`src/rtl/bad_pkg.sv`:
```
// Constants shared by the board address decoder
package bad_pkg;

    // ****************************************
    // Bus widths
    // ****************************************
    localparam int IO_AW  = 16;  // Full I/O space
    localparam int MEM_AW = 20;  // First megabyte
    localparam int DW     = 8;   // Data path and DMA width

    // ****************************************
    // I/O port addresses
    // ****************************************
    localparam logic [15:0] IO_SPEAKER    = 16'h0061;
    localparam logic [15:0] IO_NMI_MASK   = 16'h00A0;
    localparam logic [15:0] IO_FLASH_CTRL = 16'h0180;
    localparam logic [15:0] IO_FLASH_PAGE = 16'h0181;

    // ****************************************
    // Register fields and reset values
    // ****************************************
    localparam int          SPK_W        = 2;      // Bits 0 and 1 only
    localparam logic [1:0]  SPK_RST      = 2'h0;
    localparam int          NMI_BIT      = 7;      // Enable bit position
    localparam logic [7:0]  NMI_ON       = 8'h80;
    localparam logic [7:0]  NMI_OFF      = 8'h00;
    localparam logic        NMI_RST      = 1'h0;
    localparam int          CTRL_WIN_BIT = 0;      // User flash window
    localparam int          CTRL_DSK_BIT = 1;      // Flash-disk select
    localparam logic [1:0]  CTRL_RST     = 2'h0;
    localparam logic [6:0]  PAGE_RST     = 7'h00;

    // ****************************************
    // Memory regions, by upper address bits
    // ****************************************
    localparam logic [3:0]  MEM_OPT      = 4'hC;   // C0000-CFFFF
    localparam logic [3:0]  MEM_WIN      = 4'hD;   // D0000-DFFFF
    localparam logic [3:0]  MEM_BIOS     = 4'hF;   // F0000-FFFFF
    localparam logic [4:0]  MEM_FREE_E   = 5'h1C;  // E0000-E7FFF
    localparam logic [4:0]  MEM_DISK     = 5'h1D;  // E8000-EFFFF
    localparam logic [1:0]  BOOT_PG_OPT  = 2'h0;   // First 64K page
    localparam logic [1:0]  BOOT_PG_BIOS = 2'h3;   // Fourth 64K page

    // ****************************************
    // Interrupt and DMA counts
    // ****************************************
    localparam int NUM_IRQ = 8;
    localparam int NUM_DMA = 3;  // Channel 3 is absent

endpackage : bad_pkg

```
`src/rtl/bad_decoder.sv`:
```
// Board address decoder: memory and I/O routing, glue ports, IRQ/DMA
// ****************************************
// ****************************************
module bad_decoder #(
    parameter int NUM_PAGES = 128  // User flash pages
) (
    // Clock and reset
    input  wire logic                      clock_i,
    input  wire logic                      rstn_i,
    // Memory cycle
    input  wire logic                      mem_rd_i,
    input  wire logic                      mem_wr_i,
    input  wire logic [bad_pkg::MEM_AW-1:0] mem_addr_i,
    // I/O cycle
    input  wire logic                      io_rd_i,
    input  wire logic                      io_wr_i,
    input  wire logic [bad_pkg::IO_AW-1:0] io_addr_i,
    input  wire logic [bad_pkg::DW-1:0]    io_wdata_i,
    output logic      [bad_pkg::DW-1:0]    io_rdata_o,
    output logic                           io_claim_o,
    // Memory selects
    output logic                           boot_flash_cs_o,
    output logic      [1:0]                boot_page_o,
    output logic                           user_flash_cs_o,
    output logic      [6:0]                user_page_o,
    output logic                           flash_disk_cs_o,
    output logic                           ext_bus_sel_o,
    // Glue outputs
    output logic      [bad_pkg::SPK_W-1:0] speaker_o,
    output logic                           nmi_enable_o,
    // Interrupt sources and edges to the controller
    input  wire logic [bad_pkg::NUM_IRQ-1:0] irq_src_i,
    output logic      [bad_pkg::NUM_IRQ-1:0] irq_edge_o,
    // DMA requests, channels 0 to 2
    input  wire logic [bad_pkg::NUM_DMA-1:0] dma_src_i,
    output logic      [bad_pkg::NUM_DMA-1:0] dma_req_o
);

    // ****************************************
    // Elaboration checks
    // ****************************************
    // Page register is seven bits wide
    if (NUM_PAGES < 1 || NUM_PAGES > 128) begin : g_bad_pages
        $error("NUM_PAGES must be 1 to 128");
    end

    // ****************************************
    // Decode helpers
    // ****************************************
    // Exact match over the whole I/O space
    function automatic logic io_hit(
        input logic [bad_pkg::IO_AW-1:0] addr,
        input logic [bad_pkg::IO_AW-1:0] port
    );
        return addr == port;
    endfunction : io_hit

    // Match on the top nibble of a memory address
    function automatic logic mem_hit64(
        input logic [bad_pkg::MEM_AW-1:0] addr,
        input logic [3:0]                 nib
    );
        return addr[19:16] == nib;
    endfunction : mem_hit64

    // ****************************************
    // Registers
    // ****************************************
    logic [bad_pkg::SPK_W-1:0] spk_q;   // Speaker bits
    logic                      nmi_q;   // NMI pass enable
    logic                      win_q;   // User window enable
    logic                      dsk_q;   // Flash-disk enable
    logic [6:0]                page_q;  // User page number
    logic [bad_pkg::NUM_IRQ-1:0] irq_q; // Last source level

    // Port hits, shared by write and read paths
    logic hit_spk;
    logic hit_nmi;
    logic hit_ctl;
    logic hit_pg;

    assign hit_spk = io_hit(io_addr_i, bad_pkg::IO_SPEAKER);
    assign hit_nmi = io_hit(io_addr_i, bad_pkg::IO_NMI_MASK);
    assign hit_ctl = io_hit(io_addr_i, bad_pkg::IO_FLASH_CTRL);
    assign hit_pg  = io_hit(io_addr_i, bad_pkg::IO_FLASH_PAGE);

    // ****************************************
    // Speaker port
    // ****************************************
    // Only the low two bits exist; others are dropped
    always_ff @(posedge clock_i or negedge rstn_i)
    begin
        if (!rstn_i)
        begin
            spk_q <= bad_pkg::SPK_RST;
        end
        else if (io_wr_i && hit_spk)
        begin
            spk_q <= io_wdata_i[bad_pkg::SPK_W-1:0];
        end
    end

    // ****************************************
    // NMI mask port
    // ****************************************
    // Bit 7 decides, so 80h opens and 00h blocks the NMI;
    // starts blocked so no NMI fires before software is ready
    always_ff @(posedge clock_i or negedge rstn_i)
    begin
        if (!rstn_i)
        begin
            nmi_q <= bad_pkg::NMI_RST;
        end
        else if (io_wr_i && hit_nmi)
        begin
            nmi_q <= io_wdata_i[bad_pkg::NMI_BIT];
        end
    end

    // ****************************************
    // Flash control and page ports
    // ****************************************
    // Both enables come out of reset cleared
    always_ff @(posedge clock_i or negedge rstn_i)
    begin
        if (!rstn_i)
        begin
            win_q <= bad_pkg::CTRL_RST[bad_pkg::CTRL_WIN_BIT];
            dsk_q <= bad_pkg::CTRL_RST[bad_pkg::CTRL_DSK_BIT];
        end
        else if (io_wr_i && hit_ctl)
        begin
            win_q <= io_wdata_i[bad_pkg::CTRL_WIN_BIT];
            dsk_q <= io_wdata_i[bad_pkg::CTRL_DSK_BIT];
        end
    end

    // Page number; values past the last page wrap to keep range
    always_ff @(posedge clock_i or negedge rstn_i)
    begin
        if (!rstn_i)
        begin
            page_q <= bad_pkg::PAGE_RST;
        end
        else if (io_wr_i && hit_pg)
        begin
            page_q <= 7'(io_wdata_i[6:0] % 8'(NUM_PAGES));
        end
    end

    // ****************************************
    // I/O read data and claim
    // ****************************************
    // Unmatched ports are not claimed and read zero
    always_ff @(posedge clock_i or negedge rstn_i)
    begin
        if (!rstn_i)
        begin
            io_rdata_o <= 8'h00;
            io_claim_o <= 1'b0;
        end
        else
        begin
            io_claim_o <= (io_rd_i || io_wr_i) &&
                          (hit_spk || hit_nmi || hit_ctl || hit_pg);
            io_rdata_o <= 8'h00;
            if (io_rd_i)
            begin
                if (hit_spk)
                begin
                    io_rdata_o <= {6'h00, spk_q};
                end
                else if (hit_nmi)
                begin
                    io_rdata_o <= nmi_q ? bad_pkg::NMI_ON : bad_pkg::NMI_OFF;
                end
                else if (hit_ctl)
                begin
                    io_rdata_o <= {6'h00, dsk_q, win_q};
                end
                else if (hit_pg)
                begin
                    io_rdata_o <= {1'b0, page_q};
                end
            end
        end
    end

    // ****************************************
    // Memory region decode
    // ****************************************
    // One cycle of latency buys registered, glitch-free selects
    logic mem_cyc;
    logic in_opt;
    logic in_win;
    logic in_bios;
    logic in_disk;

    assign mem_cyc = mem_rd_i || mem_wr_i;
    assign in_opt  = mem_hit64(mem_addr_i, bad_pkg::MEM_OPT);
    assign in_win  = mem_hit64(mem_addr_i, bad_pkg::MEM_WIN);
    assign in_bios = mem_hit64(mem_addr_i, bad_pkg::MEM_BIOS);
    // E0000-E7FFF matches nothing here and stays external
    assign in_disk = mem_addr_i[19:15] == bad_pkg::MEM_DISK;

    always_ff @(posedge clock_i or negedge rstn_i)
    begin
        if (!rstn_i)
        begin
            boot_flash_cs_o <= 1'b0;
            boot_page_o     <= bad_pkg::BOOT_PG_OPT;
            user_flash_cs_o <= 1'b0;
            user_page_o     <= bad_pkg::PAGE_RST;
            flash_disk_cs_o <= 1'b0;
            ext_bus_sel_o   <= 1'b0;
        end
        else
        begin
            // Default: nothing on board selected
            boot_flash_cs_o <= 1'b0;
            user_flash_cs_o <= 1'b0;
            flash_disk_cs_o <= 1'b0;
            ext_bus_sel_o   <= mem_cyc;
            user_page_o     <= page_q;
            if (mem_rd_i && in_opt)
            begin
                // Option region reads from boot page 0
                boot_flash_cs_o <= 1'b1;
                boot_page_o     <= bad_pkg::BOOT_PG_OPT;
                ext_bus_sel_o   <= 1'b0;
            end
            else if (mem_cyc && in_bios)
            begin
                boot_flash_cs_o <= 1'b1;
                boot_page_o     <= bad_pkg::BOOT_PG_BIOS;
                ext_bus_sel_o   <= 1'b0;
            end
            else if (mem_cyc && in_win && win_q)
            begin
                // Disabled window falls through to external bus
                user_flash_cs_o <= 1'b1;
                ext_bus_sel_o   <= 1'b0;
            end
            else if (mem_cyc && in_disk && dsk_q)
            begin
                // No socket fitted: software leaves this off
                flash_disk_cs_o <= 1'b1;
                ext_bus_sel_o   <= 1'b0;
            end
        end
    end

    // ****************************************
    // Glue outputs
    // ****************************************
    always_ff @(posedge clock_i or negedge rstn_i)
    begin
        if (!rstn_i)
        begin
            speaker_o    <= bad_pkg::SPK_RST;
            nmi_enable_o <= bad_pkg::NMI_RST;
        end
        else
        begin
            speaker_o    <= spk_q;
            nmi_enable_o <= nmi_q;
        end
    end

    // ****************************************
    // Interrupt edge generation
    // ****************************************
    // The controller is edge-triggered, so a held level
    // becomes one pulse on its rising edge
    always_ff @(posedge clock_i or negedge rstn_i)
    begin
        if (!rstn_i)
        begin
            irq_q      <= '0;
            irq_edge_o <= '0;
        end
        else
        begin
            irq_q      <= irq_src_i;
            irq_edge_o <= irq_src_i & ~irq_q;
        end
    end

    // ****************************************
    // DMA request routing
    // ****************************************
    // Three 8-bit channels only; channel 3 pins belong
    // to another unit so there is no port for it.
    // Parallel port software should take channel 1.
    always_ff @(posedge clock_i or negedge rstn_i)
    begin
        if (!rstn_i)
        begin
            dma_req_o <= '0;
        end
        else
        begin
            dma_req_o <= dma_src_i;
        end
    end

endmodule : bad_decoder

```
`config.mk`:
```
export PLATFORM = sky130hd
export DESIGN_NAME = bad_decoder
export DESIGN_NICKNAME = d
export VERILOG_FILES = /design/src/rtl/bad_pkg.sv /design/src/rtl/bad_decoder.sv
export SDC_FILE = /design/constraint.sdc
export NUM_CORES = 1
export LEC_CHECK = 0
export BUFFER_PORTS_ARGS = -buffer_cell sky130_fd_sc_hd__buf_2
export CORE_UTILIZATION = 45
export DETAILED_ROUTE_END_ITERATION = 16
export GPL_ROUTABILITY_DRIVEN = 0
export PLACE_DENSITY = 0.79
export SLEW_MARGIN = 40
export SYNTH_ARGS = -nofsm -noshare
export SYNTH_HDL_FRONTEND = slang
export SYNTH_SLANG_ARGS = --single-unit
```
`constraint.sdc`:
```
create_clock -name clock_i -period 0.9 [get_ports clock_i]
set_input_delay 0.135 -clock clock_i [delete_from_list [all_inputs] [get_ports clock_i]]
set_output_delay 0.135 -clock clock_i [all_outputs]
set_load 0.03 [all_outputs]
```
# Word level (Yosys, flattened, before mapping)
# Index checks and enable logic that the tools add are counted.
# totals
regBits,56
output_inout_bits,36
in_bits,61
# op_classes
muxes,21
n_bitwise,2
eq_ne,8
reduce_logical,17
# op_table
operator,n
"16-bit by 9-bit equality test with 1-bit output, second input constant",2
8-bit two-way mux,4
"16-bit by 7-bit equality test with 1-bit output, second input constant",1
"16-bit by 8-bit equality test with 1-bit output, second input constant",1
7-bit two-way mux,2
1-bit two-way mux,13
"4-bit equality test, second input constant",3
1-bit logical AND,11
8-bit AND,1
8-bit NOT,1
"5-bit equality test, second input constant",1
1-bit logical OR,5
2-bit two-way mux,2
2-bit nonzero test,1

# Longest topological paths before layout
# logic_depth
ltp_word,7
mapped_depth,5
depth_no_buf,4

# Worst setup path before layout
# OpenSTA, ideal clock, no wires.
# synth_path
path_kind,input to register
from,input port io_addr_i[13] (netlist bit)
to,register page_q[0]
setup_slack_ns,-0.597
arrival_time_ns,1.372
cell_stages,4
setup_time_ns,0.125
cell_sequence,nor3_1 -> nand3_1 -> nor3_4 -> mux2_2
# synth_via
elab_chain_cells,2
# synth_lines
item,line,text
from (decl),bad_decoder.sv:17,"input wire logic [bad_pkg::IO_AW-1:0] io_addr_i,"
16-bit by 9-bit equality test with 1-bit output,bad_decoder.sv:55,return addr == port;
1-bit logical AND,bad_decoder.sv:145,else if (io_wr_i && hit_pg)
to (signal assigned),bad_decoder.sv:143,page_q <= bad_pkg::PAGE_RST;
to (signal assigned),bad_decoder.sv:147,page_q <= 7'(io_wdata_i[6:0] % 8'(NUM_PAGES));
to (decl),bad_decoder.sv:73,logic [6:0] page_q;
# No other way between the ends.
# A chain may end at the register's enable or synchronous reset.

# Worst setup path in the final report
# layout_path
from,input port io_addr_i[11] (netlist bit)
to,register dsk_q
# layout_via
elab_chain_cells,2
# layout_lines
item,line,text
16-bit by 9-bit equality test with 1-bit output,bad_decoder.sv:55,
1-bit logical AND,bad_decoder.sv:131,else if (io_wr_i && hit_ctl)
to (signal assigned),bad_decoder.sv:129,dsk_q <= bad_pkg::CTRL_RST[bad_pkg::CTRL_DSK_BIT];
to (signal assigned),bad_decoder.sv:134,dsk_q <= io_wdata_i[bad_pkg::CTRL_DSK_BIT];
to (decl),bad_decoder.sv:72,logic dsk_q;
# No other way between the ends.

==> flow_summary.json <==
{
  "unrepaired_setup_endpoints_after_global_routing": "yes",
  "fin_worst_hold_slack_ps": 60.5,
  "instances_no_fill": 303,
  "endpoint_kind": "register",
  "cp_data_arrival_time_ps": 1470,
  "area_growth_pct": 60.8,
  "ys_types": 30,
  "tritoncts_clock_tree": "yes",
  "timing.critical_path.from_type": "primary input",
  "initialDrtViolationCount": 39,
  "layout_worst_path_cycle_share": 1.42,
  "avgRoutedWirePerCell_um": 14.1,
  "fp.dieArea_um2": 4650,
  "number_of_search_and_repair_iterations_in_the_first_detailed_routing_pass": 4,
  "syn_area_per_cell_um2": 14.6,
  "ratio_of_total_power_to_cell_area_nw_per_um2": 1500,
  "status": "complete, but fails checks",
  "dr_total_vias": 1440,
  "synth_edf_count": 0,
  "num_antenna_cells": 0,
  "post_synth_main_area_contributors": "dfrtp_1, mux2_2, nor2b_1",
  "max_cap_viol_count": 0,
  "antenna_found_initial": 0,
  "ios": 97,
  "hold-path-cell-count": 2,
  "timing.final.crit_period_ps": 1270,
  "share_of_the_synthesized_area_in_the_top_cell_type": 0.699,
  "hp-class": "primary input to register",
  "globalRouteTotalUtil": 0.196,
  "cts_sinks": 55,
  "initial_utilization": 0.482,
  "mappedNetlistNets": 196,
  "crit_fanout": 4,
  "synth.cells.most_frequent": "dfrtp_1, mux2_2, nor2_1, nor2b_1, and2_1",
  "core_area_um2": 4090,
  "placed_cell_area_um2": 2560,
  "floorplan.die.height_um": 68.2,
  "dp.cells": 279,
  "syn-cell-area_um2": 1970,
  "finalCoreUtilization": 0.775,
  "final_antenna_net_count": 0,
  "clock.fmax_ghz": 0.785,
  "clock_buffer_count_from_cts": 5,
  "synth_top_flop_cell": "dfrtp_1",
  "finalMaxSlewViolations": 0,
  "post-dp-hpwl_mm": 2.71,
  "synthDominantAreaCellType": "dfrtp_1",
  "cp_data_required_time_ps": 1090,
  "cts_max_path_buffers": 2,
  "timing.clock.skew_ps": 9.48,
  "ys_seq_elements": 55,
  "die_w_um": 68.2,
  "ys_seq_area_frac": 0.699,
  "portBuffers": 81,
  "post-layout-total-power_mw": 4.74,
  "via_count_of_the_first_global_routing_pass": 1448,
  "worst_slew_margin_rel": 0.777,
  "worst-r2r-cell-count": 3,
  "setup_viol": 56,
  "clk_root_buffer_cell": "clkbuf_8",
  "critPathKind": "primary input to register",
  "routed_vias_inst": 4.75,
  "globalRoute.totalOverflow": 0,
  "clkLatencyLatePin_ps": 300,
  "failed_checks": "negative setup slack",
  "drive_above_1_share": 0.561,
  "synth.yosys.warnings": 0,
  "synthCells": 135,
  "vdd_drop_max_mv": 0.696,
  "async_flop_share": 1.00,
  "stdcell_area_um2": 3170,
  "setup_tns_ps": -6850,
  "fp-row-count": 23,
  "finalHoldViolations": 0,
  "drt_wl_total_mm": 4.27,
  "number_of_nets_in_the_layout": 313,
  "tightest_slew_ps": 333,
  "grt_start_max_net_pins": 56,
  "h-tree-depth": 2,
  "place_ws_ps": -741,
  "clk_transition_reported_paths_ps": 100,
  "drc": 0,
  "grt_pass1_wl_mm": 6.46,
  "layout_setup_ws_ps": -374,
  "pleak_nw": 1.58,
  "synth_most_common_cell": "dfrtp_1"
}
-- flip-flops by register name, summed over array words and instances, names as in the netlist, 2 cells and up --
register,cells
irq_edge_o,8
io_rdata_o,8
spk_q,2
dma_req_o,3
speaker_o,2
page_q,7
irq_q,8
user_page_o,7
-- worst paths after layout --
path | from | endpoint | slack (ps)
worst max-delay path | io_addr_i[11] | dsk_q$_DFFE_PN0P_ | -370
worst min-delay path | io_wdata_i[7] | nmi_q$_DFFE_PN0P_ | 60
worst max register to register | page_q[1]$_DFFE_PN0P_ | io_rdata_o[1]$_DFF_PN0_ | -90
worst min register to register | page_q[2]$_DFFE_PN0P_ | user_page_o[2]$_DFF_PN0_ | 400
max in group asynchronous | rstn_i | irq_edge_o[4]$_DFF_PN0_ | 310
min in group asynchronous | rstn_i | flash_disk_cs_o$_DFF_PN0_ | 340
-- layout make-up --
class,instances,area [um2]
clock buffer,6,82.6
clock inverter,2,38.8
fill,236,920
inverter,3,11.3
multi-input combinational,75,661
sequential,55,1380
tap,50,62.6
timing repair buffer,112,935
-- layout by cell type, fill, tap and decap left out, drive strengths merged --
master	netlist	final
nand2	3	3
a21o	1	1
o21ai	2	2
dfrtp	55	55
dlygate4sd3	0	12
a21oi	2	2
buf	2	100
mux2	12	12
nor2b	9	9
o32ai	2	2
and2	7	7
inv	3	4
nor3	4	4
nand3b	1	1
nand3	4	4
bufinv	0	1
nor4bb	1	1
nor4	3	3
nor2	10	10
clkbuf	0	6
nand2b	4	4
or2	1	1
mux2i	2	2
and3b	1	1
nor3b	1	1
or3	1	1
and4bb	1	1
nand4	3	3
-- critical path: stages --
cell,delay [ps]
buf_6,90
nor4_4,370
buf_4,180
nand4_1,150
nor2_2,190
mux2_2,350
-- power breakdown --
group | internal (mW) | switching, mW | total (mW) | leakage [nW]
Combinational | 0.258 | 0.256 | 0.514 | 0.790
Clock | 0.915 | 0.766 | 1.68 | 0.0618
Sequential | 2.52 | 0.0237 | 2.54 | 0.730
Total | 3.69 | 1.05 | 4.74 | 1.58
-- metal layers --
metal / vias to the layer above / GRT usage / wire (um)
met4: 0 / 0.0807 / 91
met5: - / 0 / 0
met1: 683 / 0.223 / 1680
li1: 698 / - / -
met2: 51 / 0.347 / 2300
met3: 8 / 0.0483 / 196
-- what timing repair did --
item / in CTS / in global routing
hold buffers: 12 / 0
pin swaps: 9 / 6
gates resized for setup: 84 / 11
endpoints found under the setup margin: 57 / 57
endpoints found under the hold margin: 66 / 0
setup buffers: 4 / 2
-- cell families after synthesis --
| logic type | count (synthesis) | synth area share |
|---|---|---|
| DFF | 55 | 0.699 |
| buffers and inverters | 5 | 0.0121 |
| AOI/OAI and AO/OA | 7 | 0.0229 |
| and+or+nand+nor | 54 | 0.184 |
| muxes | 14 | 0.0826 |
No activity file was read; power rests on OpenSTA's default activity.
